$ cat config.mk
export PLATFORM = sky130hd
export DESIGN_NAME = status_flags_and_table_read
export DESIGN_NICKNAME = d
export VERILOG_FILES = /design/src/rtl/flag_pkg.sv /design/src/rtl/status_flags_and_table_read.sv
export SDC_FILE = /design/constraint.sdc
export NUM_CORES = 1
export LEC_CHECK = 0
export BUFFER_PORTS_ARGS = -buffer_cell sky130_fd_sc_hd__buf_2
export CAP_MARGIN = 10
export CORE_MARGIN = 2
export CORE_UTILIZATION = 50
export DETAILED_ROUTE_END_ITERATION = 8
export HOLD_SLACK_MARGIN = 0.1
export PLACE_DENSITY = 0.79
export SLEW_MARGIN = 20
export SYNTH_ARGS = -nofsm -noshare
export SYNTH_HDL_FRONTEND = slang
export SYNTH_SLANG_ARGS = --single-unit
$ cat constraint.sdc
create_clock -name ref_clk -period 5.8 [get_ports ref_clk]
set_clock_uncertainty 0.2 [all_clocks]
set_input_delay 0.29 -clock ref_clk [delete_from_list [all_inputs] [get_ports ref_clk]]
set_output_delay 0.29 -clock ref_clk [all_outputs]
set_load 0.01 [all_outputs]
$ cat src/rtl/flag_pkg.sv
// Package: status byte layout, register map and operation codes
package flag_pkg;
    // Register byte addresses on the bus
    localparam logic [3:0] flags_addr = 4'h0;
    localparam logic [3:0] tbl_ptr_addr = 4'h4;
    localparam logic [3:0] tbl_high_addr = 4'h8;
    localparam logic [3:0] op_ctrl_addr = 4'hC;

    // Status byte bit positions
    localparam int carry_bit = 0;
    localparam int nibble_bit = 1;
    localparam int zero_bit = 2;
    localparam int ovf_bit = 3;
    localparam int pdn_bit = 4;
    localparam int wdx_bit = 5;
    localparam int cz_bit = 6;
    localparam int sc_bit = 7;

    // Software may only change these status bits
    localparam logic [7:0] flags_wr_mask = 8'hCF;
    localparam logic [7:0] flags_reset = 8'h00;
    localparam logic [7:0] byte_zero = 8'h00;
    localparam logic [3:0] nib_zero = 4'h0;
    localparam logic [6:0] seven_zero = 7'h00;
    localparam logic [31:0] word_zero = 32'h0000_0000;

    // Control register field positions
    localparam int op_lsb = 0;
    localparam int op_msb = 3;
    localparam int go_bit = 31;
    localparam int a_lsb = 8;
    localparam int b_lsb = 16;

    // Bus responses
    localparam logic [1:0] resp_okay = 2'h0;
    localparam logic [1:0] resp_slverr = 2'h2;

    typedef enum logic [3:0] {
        op_none, op_add, op_addc, op_sub, op_sbc, op_and, op_or, op_xor,
        op_rlc, op_rrc, op_watchdog_clear_instr, op_halt, op_wdt_expire, op_tbl_read
    } alu_op_type;

    // Operation request from the core
    typedef struct packed {
        logic go;
        alu_op_type op;
        logic [7:0] a;
        logic [7:0] b;
    } op_req_type;

    // Flag-side result of an operation
    typedef struct packed {
        logic [7:0] result;
        logic [7:0] flags;
    } op_res_type;
endpackage

$ cat src/rtl/status_flags_and_table_read.sv
// Status flags and table-read registers behind an AXI4-Lite slave
//
// Functional notes
// RQ1: Table pointer addresses program memory for reads
// RQ2: Software loads pointer before any table read
// RQ3: Upper fetched byte latches into high register
// RQ4: Lower fetched byte goes to instruction destination
// RQ5: Status bits: sc cz wdx pdn ovf zero nib c
// RQ6: Status writes may change all but two flags
// RQ7: Data writes never touch expiry or powerdown
// RQ8: Expiry flag cleared by reset/clear/halt, set timeout
// RQ9: Powerdown flag cleared by reset/clear, set halt
// RQ10: Carry on add carry or subtract no borrow
// RQ11: Rotate through carry loads and shifts carry
// RQ12: Nibble carry from low nibble, same sense
// RQ13: Zero flag set on zero result
// RQ14: Overflow on mismatched carries at top bit
// RQ15: Signed compare is overflow xor result top
// RQ16: Subtract sets chained zero equal to zero
// RQ17: Subtract-borrow ANDs chained zero with zero
// RQ18: Other operations leave chained zero alone
// RQ19: Calls and interrupts do not save status
// RQ20: Unaffected flags hold; commit with result
//
// The implementer's own choices: the address map and register access over AXI4-Lite.
`timescale 1ns/10ps
module status_flags_and_table_read (
    input wire logic ref_clk, // System clock, 10 MHz
    input wire logic rst_b, // Asynchronous reset, active low
    input wire logic [3:0] s_axi_awaddr, // Write address
    input wire logic s_axi_awvalid, // Write address valid
    output logic s_axi_awready, // Write address ready
    input wire logic [31:0] s_axi_wdata, // Write data
    input wire logic [3:0] s_axi_wstrb, // Write byte strobes
    input wire logic s_axi_wvalid, // Write data valid
    output logic s_axi_wready, // Write data ready
    output logic [1:0] s_axi_bresp, // Write response
    output logic s_axi_bvalid, // Write response valid
    input wire logic s_axi_bready, // Write response ready
    input wire logic [3:0] s_axi_araddr, // Read address
    input wire logic s_axi_arvalid, // Read address valid
    output logic s_axi_arready, // Read address ready
    output logic [31:0] s_axi_rdata, // Read data
    output logic [1:0] s_axi_rresp, // Read response
    output logic s_axi_rvalid, // Read data valid
    input wire logic s_axi_rready, // Read data ready
    input wire logic [15:0] prog_word, // Program word at pointer
    output logic [7:0] table_pointer, // Program memory address
    output logic [7:0] table_low_byte // Low byte to destination
);

    // Flag computation for one operation
    function automatic flag_pkg::op_res_type alu_eval(
        input flag_pkg::alu_op_type op,
        input logic [7:0] a,
        input logic [7:0] b,
        input logic [7:0] fl
    );
        logic [8:0] sum;
        logic [4:0] low;
        logic [7:0] bb;
        logic cin;
        logic c7;
        logic ov;
        flag_pkg::op_res_type r;
        sum = 9'h000;
        low = 5'h00;
        bb = b;
        cin = 1'b0;
        c7 = 1'b0;
        ov = 1'b0;
        r.result = a;
        r.flags = fl;
        unique case (op)
            flag_pkg::op_add, flag_pkg::op_addc, flag_pkg::op_sub,
            flag_pkg::op_sbc: begin
                // Subtract as add of complement: carry means no borrow
                bb = (op == flag_pkg::op_sub || op == flag_pkg::op_sbc) ?
                    ~b : b;
                // Plain subtract forces carry-in; chained forms use C
                cin = (op == flag_pkg::op_sub) ? 1'b1 :
                    (op == flag_pkg::op_add) ? 1'b0 :
                    fl[flag_pkg::carry_bit];
                sum = {1'b0, a} + {1'b0, bb} + {flag_pkg::byte_zero, cin};
                low = {1'b0, a[3:0]} + {1'b0, bb[3:0]} +
                    {flag_pkg::nib_zero, cin};
                // Carry into the top bit recovered from the sum bit
                c7 = a[7] ^ bb[7] ^ sum[7];
                ov = c7 ^ sum[8];
                r.result = sum[7:0];
                r.flags[flag_pkg::carry_bit] = sum[8]; // RQ10
                r.flags[flag_pkg::nibble_bit] = low[4]; // RQ12
                r.flags[flag_pkg::ovf_bit] = ov; // RQ14
                // Uses the new overflow, not the stored one
                r.flags[flag_pkg::sc_bit] = ov ^ sum[7]; // RQ15
            end
            flag_pkg::op_and: r.result = a & b;
            flag_pkg::op_or: r.result = a | b;
            flag_pkg::op_xor: r.result = a ^ b;
            flag_pkg::op_rlc: begin
                r.result = {a[6:0], fl[flag_pkg::carry_bit]}; // RQ11
                r.flags[flag_pkg::carry_bit] = a[7]; // RQ11
            end
            flag_pkg::op_rrc: begin
                r.result = {fl[flag_pkg::carry_bit], a[7:1]}; // RQ11
                r.flags[flag_pkg::carry_bit] = a[0]; // RQ11
            end
            default: r.result = a;
        endcase
        // Zero for arithmetic and logic ops; rotates leave it
        if (op inside {flag_pkg::op_add, flag_pkg::op_addc,
            flag_pkg::op_sub, flag_pkg::op_sbc, flag_pkg::op_and,
            flag_pkg::op_or, flag_pkg::op_xor}) begin
            r.flags[flag_pkg::zero_bit] =
                (r.result == flag_pkg::byte_zero); // RQ13
        end
        if (op == flag_pkg::op_sub) begin
            r.flags[flag_pkg::cz_bit] = r.flags[flag_pkg::zero_bit]; // RQ16
        end else if (op == flag_pkg::op_sbc) begin
            r.flags[flag_pkg::cz_bit] = fl[flag_pkg::cz_bit] &
                r.flags[flag_pkg::zero_bit]; // RQ17
        end
        // Other ops: chained zero and untouched flags hold RQ18 RQ20
        return r;
    endfunction

    // Byte-lane merge used by the flag, pointer and operand writes
    function automatic logic [7:0] lane_merge(
        input logic [7:0] old,
        input logic [7:0] nw,
        input logic en
    );
        return en ? nw : old;
    endfunction

    // Byte register placed in bits 7:0 of a bus word, upper bits zero
    function automatic logic [31:0] byte_word(
        input logic [7:0] v
    );
        return {flag_pkg::word_zero[31:8], v};
    endfunction

    // Engine and bus slave state, each with its next value
    logic [7:0] flags_q, flags_d;
    logic [7:0] tptr_q, tptr_d;
    logic [7:0] thigh_q, thigh_d;
    logic [7:0] tlow_q, tlow_d;
    logic [7:0] result_q, result_d;
    flag_pkg::op_req_type req_q, req_d;
    logic awready_q, awready_d;
    logic wready_q, wready_d;
    logic bvalid_q, bvalid_d;
    logic [1:0] bresp_q, bresp_d;
    logic aw_have_q, aw_have_d;
    logic w_have_q, w_have_d;
    logic [3:0] awaddr_q, awaddr_d;
    logic [31:0] wdata_q, wdata_d;
    logic [3:0] wstrb_q, wstrb_d;
    logic arready_q, arready_d;
    logic rvalid_q, rvalid_d;
    logic [31:0] rdata_q, rdata_d;
    logic [1:0] rresp_q, rresp_d;
    flag_pkg::op_res_type res;

    // Write channel: take address and data in either order
    always_comb begin
        aw_have_d = aw_have_q;
        w_have_d = w_have_q;
        awaddr_d = awaddr_q;
        wdata_d = wdata_q;
        wstrb_d = wstrb_q;
        bvalid_d = bvalid_q;
        bresp_d = bresp_q;
        if (s_axi_awvalid && awready_q) begin
            aw_have_d = 1'b1;
            awaddr_d = s_axi_awaddr;
        end
        if (s_axi_wvalid && wready_q) begin
            w_have_d = 1'b1;
            wdata_d = s_axi_wdata;
            wstrb_d = s_axi_wstrb;
        end
        if (bvalid_q && s_axi_bready) begin
            bvalid_d = 1'b0;
        end
        if (aw_have_q && w_have_q && !bvalid_q) begin
            aw_have_d = 1'b0;
            w_have_d = 1'b0;
            bvalid_d = 1'b1;
            bresp_d = (awaddr_q == flag_pkg::flags_addr ||
                awaddr_q == flag_pkg::tbl_ptr_addr ||
                awaddr_q == flag_pkg::op_ctrl_addr) ?
                flag_pkg::resp_okay : flag_pkg::resp_slverr;
        end
        // Hold ready low once a beat is held, until response is sent
        awready_d = !aw_have_d && !bvalid_d;
        wready_d = !w_have_d && !bvalid_d;
    end

    always_ff @(posedge ref_clk or negedge rst_b) begin
        if (!rst_b) begin
            aw_have_q <= 1'b0;
            w_have_q <= 1'b0;
            awaddr_q <= '0;
            wdata_q <= flag_pkg::word_zero;
            wstrb_q <= '0;
            bvalid_q <= 1'b0;
            bresp_q <= flag_pkg::resp_okay;
            awready_q <= 1'b0;
            wready_q <= 1'b0;
        end else begin
            aw_have_q <= aw_have_d;
            w_have_q <= w_have_d;
            awaddr_q <= awaddr_d;
            wdata_q <= wdata_d;
            wstrb_q <= wstrb_d;
            bvalid_q <= bvalid_d;
            bresp_q <= bresp_d;
            awready_q <= awready_d;
            wready_q <= wready_d;
        end
    end

    logic wr_fire;
    // Commit point: both beats held and no answer pending
    assign wr_fire = aw_have_q && w_have_q && !bvalid_q;

    // Register file and flag engine; ops run one cycle after the write
    always_comb begin
        flags_d = flags_q;
        tptr_d = tptr_q;
        thigh_d = thigh_q;
        tlow_d = tlow_q;
        result_d = result_q;
        req_d = req_q;
        req_d.go = 1'b0;
        res = alu_eval(req_q.op, req_q.a, req_q.b, flags_q);
        if (req_q.go) begin
            unique case (req_q.op)
                flag_pkg::op_watchdog_clear_instr: begin
                    flags_d[flag_pkg::wdx_bit] = 1'b0; // RQ8
                    flags_d[flag_pkg::pdn_bit] = 1'b0; // RQ9
                end
                flag_pkg::op_halt: begin
                    flags_d[flag_pkg::wdx_bit] = 1'b0; // RQ8
                    flags_d[flag_pkg::pdn_bit] = 1'b1; // RQ9
                end
                flag_pkg::op_wdt_expire: begin
                    flags_d[flag_pkg::wdx_bit] = 1'b1; // RQ8
                end
                flag_pkg::op_tbl_read: begin
                    // Word at the pointer, taken at the edge after the write commit
                    thigh_d = prog_word[15:8]; // RQ3
                    tlow_d = prog_word[7:0]; // RQ4
                end
                flag_pkg::op_none: begin
                end
                flag_pkg::op_add, flag_pkg::op_addc, flag_pkg::op_sub,
                flag_pkg::op_sbc, flag_pkg::op_and, flag_pkg::op_or,
                flag_pkg::op_xor, flag_pkg::op_rlc, flag_pkg::op_rrc: begin
                    // Result and flags commit together RQ20
                    result_d = res.result;
                    flags_d = res.flags;
                end
                default: begin
                    // Spare codes act as no operation
                end
            endcase
        end
        if (wr_fire) begin
            unique case (awaddr_q)
                flag_pkg::flags_addr: begin
                    // Expiry and powerdown stay read-only RQ6 RQ7
                    // A cleared byte strobe keeps the old value
                    flags_d = (lane_merge(flags_q, wdata_q[7:0],
                        wstrb_q[0]) & flag_pkg::flags_wr_mask) |
                        (flags_d & ~flag_pkg::flags_wr_mask);
                end
                flag_pkg::tbl_ptr_addr: begin
                    tptr_d = lane_merge(tptr_q, wdata_q[7:0],
                        wstrb_q[0]); // RQ2
                end
                flag_pkg::op_ctrl_addr: begin
                    req_d.op = flag_pkg::alu_op_type'(
                        wdata_q[flag_pkg::op_msb:flag_pkg::op_lsb]);
                    req_d.a = lane_merge(req_q.a,
                        wdata_q[flag_pkg::a_lsb +: 8], wstrb_q[1]);
                    req_d.b = lane_merge(req_q.b,
                        wdata_q[flag_pkg::b_lsb +: 8], wstrb_q[2]);
                    req_d.go = wdata_q[flag_pkg::go_bit] && wstrb_q[3];
                end
                default: begin
                end
            endcase
        end
    end

    // Power-up clears every flag, expiry and powerdown included
    always_ff @(posedge ref_clk or negedge rst_b) begin
        if (!rst_b) begin
            flags_q <= flag_pkg::flags_reset; // RQ8 RQ9
            tptr_q <= flag_pkg::byte_zero;
            thigh_q <= flag_pkg::byte_zero;
            tlow_q <= flag_pkg::byte_zero;
            result_q <= flag_pkg::byte_zero;
            req_q <= '0;
        end else begin
            flags_q <= flags_d;
            tptr_q <= tptr_d;
            thigh_q <= thigh_d;
            tlow_q <= tlow_d;
            result_q <= result_d;
            req_q <= req_d;
        end
    end

    // Read channel: one read at a time, answer one cycle after take
    // Address decoded at the take edge; data frozen until rready
    always_comb begin
        arready_d = arready_q;
        rvalid_d = rvalid_q;
        rdata_d = rdata_q;
        rresp_d = rresp_q;
        if (s_axi_arvalid && arready_q) begin
            arready_d = 1'b0;
            rvalid_d = 1'b1;
            rresp_d = flag_pkg::resp_okay;
            unique case (s_axi_araddr)
                flag_pkg::flags_addr: rdata_d = byte_word(flags_q); // RQ5
                flag_pkg::tbl_ptr_addr: rdata_d = byte_word(tptr_q);
                flag_pkg::tbl_high_addr: rdata_d = byte_word(thigh_q); // RQ3
                flag_pkg::op_ctrl_addr: begin
                    // Go bit reads back as zero: it is a strobe
                    rdata_d = {1'b0, flag_pkg::seven_zero, req_q.b,
                        req_q.a, result_q};
                end
                default: begin
                    rdata_d = flag_pkg::word_zero;
                    rresp_d = flag_pkg::resp_slverr;
                end
            endcase
        end else if (rvalid_q && s_axi_rready) begin
            rvalid_d = 1'b0;
            arready_d = 1'b1;
        end else if (!rvalid_q) begin
            arready_d = 1'b1;
        end
    end

    always_ff @(posedge ref_clk or negedge rst_b) begin
        if (!rst_b) begin
            arready_q <= 1'b0;
            rvalid_q <= 1'b0;
            rdata_q <= flag_pkg::word_zero;
            rresp_q <= flag_pkg::resp_okay;
        end else begin
            arready_q <= arready_d;
            rvalid_q <= rvalid_d;
            rdata_q <= rdata_d;
            rresp_q <= rresp_d;
        end
    end

    // Status is not stacked; calls and interrupts leave it alone RQ19
    assign s_axi_awready = awready_q;
    assign s_axi_wready = wready_q;
    assign s_axi_bvalid = bvalid_q;
    assign s_axi_bresp = bresp_q;
    assign s_axi_arready = arready_q;
    assign s_axi_rvalid = rvalid_q;
    assign s_axi_rdata = rdata_q;
    assign s_axi_rresp = rresp_q;
    assign table_pointer = tptr_q; // RQ1
    assign table_low_byte = tlow_q; // RQ4

endmodule

==> results_dict.tcl <==
set metrics [dict create \
    result_of_the_run "completed" \
    final.period_utilization 0.751 \
    overflow 0 \
    rd_place_congestion 0.902 \
    cp-end-kind "flop" \
    reg2reg_from "req_q[18]$_DFFE_PN0P_" \
    cp-start-kind "flop" \
    pins_over_their_slew_limit 0 \
    critPathArrivalTime_ns 4.49 \
    setup.worst_path.class "flop to flop" \
    max-clock-path-buffers 2 \
    via_count_of_the_first_global_routing_pass 4730 \
    ys_dominant_reg_cell "sky130_fd_sc_hd__dfrtp_1" \
    post_synthesis_area_per_instance_um2 12.1 \
    leakagePower_nw 3.84 \
    peakVddDrop_mv 0.262 \
    die_w_um 116 \
    capture_instance_of_the_worst_register_to_register_path "flags_q[6]$_DFFE_PN0P_" \
    die-height_um 116 \
    portBuffers 106 \
    worst_max_slew_margin_expressed_relative_to_the_limit 0.371 \
    nets 775 \
    area_of_the_core_um2 12500 \
    synth.ff_latch_count 127 \
    initial_core_util 0.506 \
    detail_route.vias_per_cell 5.49 \
    synth_warnings 0 \
    maxCapViolations 0 \
    cts_root_buf "sky130_fd_sc_hd__clkbuf_16" \
    synthesis.area_um2 6310 \
    post-route-worst-setup-slack_ns 1.44 \
    post-synth-top-area-fraction 0.504 \
    cell_type_of_the_slowest_stage_on_the_worst_timing_path "sky130_fd_sc_hd__dfrtp_1" \
    filler_cells_inserted 936 \
    sequential_element_share_of_the_synthesized_area 0.504 \
    maxClockFrequency_mhz 230 \
    dp.final_hpwl_um 10800 \
    most_common_library_cell_in_the_layout_ignoring_fill_and_taps "sky130_fd_sc_hd__dfrtp_1" \
    initialDrtViolationCount 372 \
    post-cts-setup-buffer-count 0 \
    dp_cells 781 \
    cp_max_fo 17 \
    worstSkewPairLatency_ns 0.42 \
    dieArea_um2 13500 \
    cts-buffers-inserted 17 \
    worst_pin_slew_ns 0.938 \
    route.vias.total 4765 \
    areaGrowthSynthToFinish_pct 28.2 \
    cts.clk_slew.worst_paths_ns 0.06 \
    power_density_nw_per_um2 474 \
    detailedPlace.worstSlack_ns 1.46 \
    rows 41 \
    critPathLaunch "req_q[18]$_DFFE_PN0P_" \
    grt_max_degree 79 \
    detailed_place.area_um2 6960 \
    yosysTopAreaCell "sky130_fd_sc_hd__dfrtp_1" \
    floorplan.io_pins 124 \
    critPathMostFrequentCell "sky130_fd_sc_hd__fa_1" \
    report.power.total_w 0.00383 \
    drt_pass1_iterations 5 \
    worst_ep_required_time_ns 5.93 \
    setup.worst_path.end "flags_q[6]$_DFFE_PN0P_" \
    post_cts_repair_resize_count 0 \
    cell_types_with_the_largest_area_share_after_synthesis "sky130_fd_sc_hd__dfrtp_1 50%, sky130_fd_sc_hd__mux2_2 15%, sky130_fd_sc_hd__ha_1 4.6%, sky130_fd_sc_hd__a22o_1 3.9%, sky130_fd_sc_hd__mux4_2 2.9%" \
    reg2reg_setup_slack_ns 1.44 \
    antenna_violations_before_repair 0 \
    reg2reg_depth 13 \
    final_critical_path_required_period_ns 4.36 \
    finalSetupViolCount 0 \
    grt_pass1_wl_um 24600 \
    finish.cell_count_without_fillers 868 \
    worstHoldPathType "input port to flop" \
    mostFrequentLayoutCells "127 x sky130_fd_sc_hd__dfrtp_1, 105 x sky130_fd_sc_hd__buf_2, 84 x sky130_fd_sc_hd__mux2_2" \
    drt_wl_total_um 15500 \
    fin_tns_setup_ns 0 \
    drive_above_1_share 0.349 \
    post_synth_num_cell_types 60 \
    htree_levels 4 \
    path_cells "or3_1 -> a21oi_2 -> xnor2_1 -> fa_1 -> inv_1 -> fa_1 -> mux2_2 -> nor4b_1 -> a21oi_1 -> o221ai_1 -> or4_1 -> or4_4 -> o31ai_2" \
    synth_async_sr_flop_share 1.00 \
    drc 0 \
    final_area_um2 8090 \
    wl_per_cell_um 17.9 \
    finalHoldViolCount 0 \
    cts_tree "built" \
    clock-sinks 127 \
    synthesis.instances 520 \
    critical-path-max-stage-delay_ns 0.57 \
    grt_setup_unrepaired "false" \
    grtUsageTotal 0.241 \
    antenna_violating_nets_post_route 0 \
    antennaDiodeCount 0 \
    number_of_enable_flip_flop_cells_after_synthesis 0 \
]
## cell type report
class / count / area (µm²) / area share
clock buffers: 18 / 429 / 0.0531
clock inverters: 14 / 144 / 0.0178
inverters: 25 / 93.8 / 0.0116
multi-input cells: 343 / 2880 / 0.356
flip-flops and latches: 127 / 3180 / 0.393
well taps: 172 / 215 / 0.0266
repair buffers: 169 / 1140 / 0.141
## through the flow
step / util / hold slack [ns]
after floorplan: - / -0.206
after global placement: 0.559 / 0.138
after detailed placement: 0.559 / 0.155
after CTS: 0.649 / 0.107
after global routing: 0.649 / 0.172
final: 0.649 / 0.116
## worst max-delay path: cells and delay by family (launching register included)
family / cells / cell delay (ns)
compound gates: 4 / 0.84
xor+xnor: 1 / 0.19
fa+ha+maj: 2 / 0.73
buf+inv: 1 / 0.06
flops: 1 / 0.57
mux: 1 / 0.16
simple gates: 4 / 1.52
## state kept, by name, summed over array words and instances (netlist names), 4 cells and up
name            flops
s_axi_rdata        24
awaddr_q            4
flags_q             8
req_q              21
table_pointer       8
wstrb_q             4
table_low_byte      8
thigh_q             8
result_q            8
wdata_q            25
## cell families (layout without fill, tap and decap cells)
kind of cell               count (synthesis)  after routing  share of synthesized area
xor gates and xnor gates                  10             10                     0.0139
AOI/OAI and AO/OA                        108            108                      0.123
DFF                                      127            127                      0.504
adders and majority gates                 25             25                     0.0520
buffers and inverters                     59            226                     0.0448
and+or+nand+nor                           95             95                     0.0781
other                                      1             10                   0.000594
muxes                                     95             95                      0.184
## report_power, final
part           total, W  switching, W  internal [W]
combinational   0.00140      0.000741      0.000661
sequential      0.00141      0.000275       0.00113
clock           0.00103      0.000398      0.000630
total           0.00383       0.00141       0.00242
## Yosys cell counts, types with 3 or more instances
cell type,n
sky130_fd_sc_hd__buf_1,3
sky130_fd_sc_hd__nand2b_1,5
sky130_fd_sc_hd__and3_1,7
sky130_fd_sc_hd__xnor2_1,9
sky130_fd_sc_hd__nor3_1,9
sky130_fd_sc_hd__ha_1,23
sky130_fd_sc_hd__a21oi_1,15
sky130_fd_sc_hd__a31oi_1,5
sky130_fd_sc_hd__mux4_2,8
sky130_fd_sc_hd__a211oi_1,4
sky130_fd_sc_hd__nor2b_1,4
sky130_fd_sc_hd__buf_4,10
sky130_fd_sc_hd__o21ai_0,22
sky130_fd_sc_hd__dfrtp_1,127
sky130_fd_sc_hd__o21a_1,4
sky130_fd_sc_hd__a22oi_1,4
sky130_fd_sc_hd__a221oi_1,4
sky130_fd_sc_hd__nand3_1,9
sky130_fd_sc_hd__buf_6,3
sky130_fd_sc_hd__mux2_2,84
sky130_fd_sc_hd__a221o_1,3
sky130_fd_sc_hd__o22ai_1,3
sky130_fd_sc_hd__nand2_1,25
sky130_fd_sc_hd__nor2_1,16
sky130_fd_sc_hd__inv_1,25
sky130_fd_sc_hd__clkbuf_1,17
sky130_fd_sc_hd__or3_1,3
sky130_fd_sc_hd__a22o_1,28
sky130_fd_sc_hd__and2_1,4
## metal layers
metal / GRT usage / wire, µm / share of wire
met1: 0.326 / 6920 / 0.45
met2: 0.389 / 7530 / 0.48
met5: 0 / 0 / 0
met4: 0.0841 / 293 / 0.019
met3: 0.0529 / 793 / 0.051
## worst min path at each step
| stage | startpoint | to | slack, ns | cells after the start |
|---|---|---|---|---|
| 2_1_floorplan | rst_b | aw_have_q$_DFF_PN0_ | -0.21 | 0 |
| 3_3_place_gp | rst_b | wdata_q[23]$_DFFE_PN0P_ | 0.14 | 1 |
| 3_5_place_dp | rst_b | wdata_q[23]$_DFFE_PN0P_ | 0.15 | 1 |
| 4_1_cts | s_axi_araddr[0] | s_axi_rresp[1]$_DFFE_PN0P_ | 0.11 | 4 |
| 5_1_grt | s_axi_araddr[1] | s_axi_rresp[1]$_DFFE_PN0P_ | 0.17 | 4 |
| 6_report | s_axi_araddr[0] | s_axi_rresp[1]$_DFFE_PN0P_ | 0.12 | 4 |
## what timing repair did
item	4_1_cts	5_1_grt
setup endpoints to repair	0	0
endpoints found under the hold margin	106	0
hold buffers	55	0
Power figures use the tool's default switching activity.
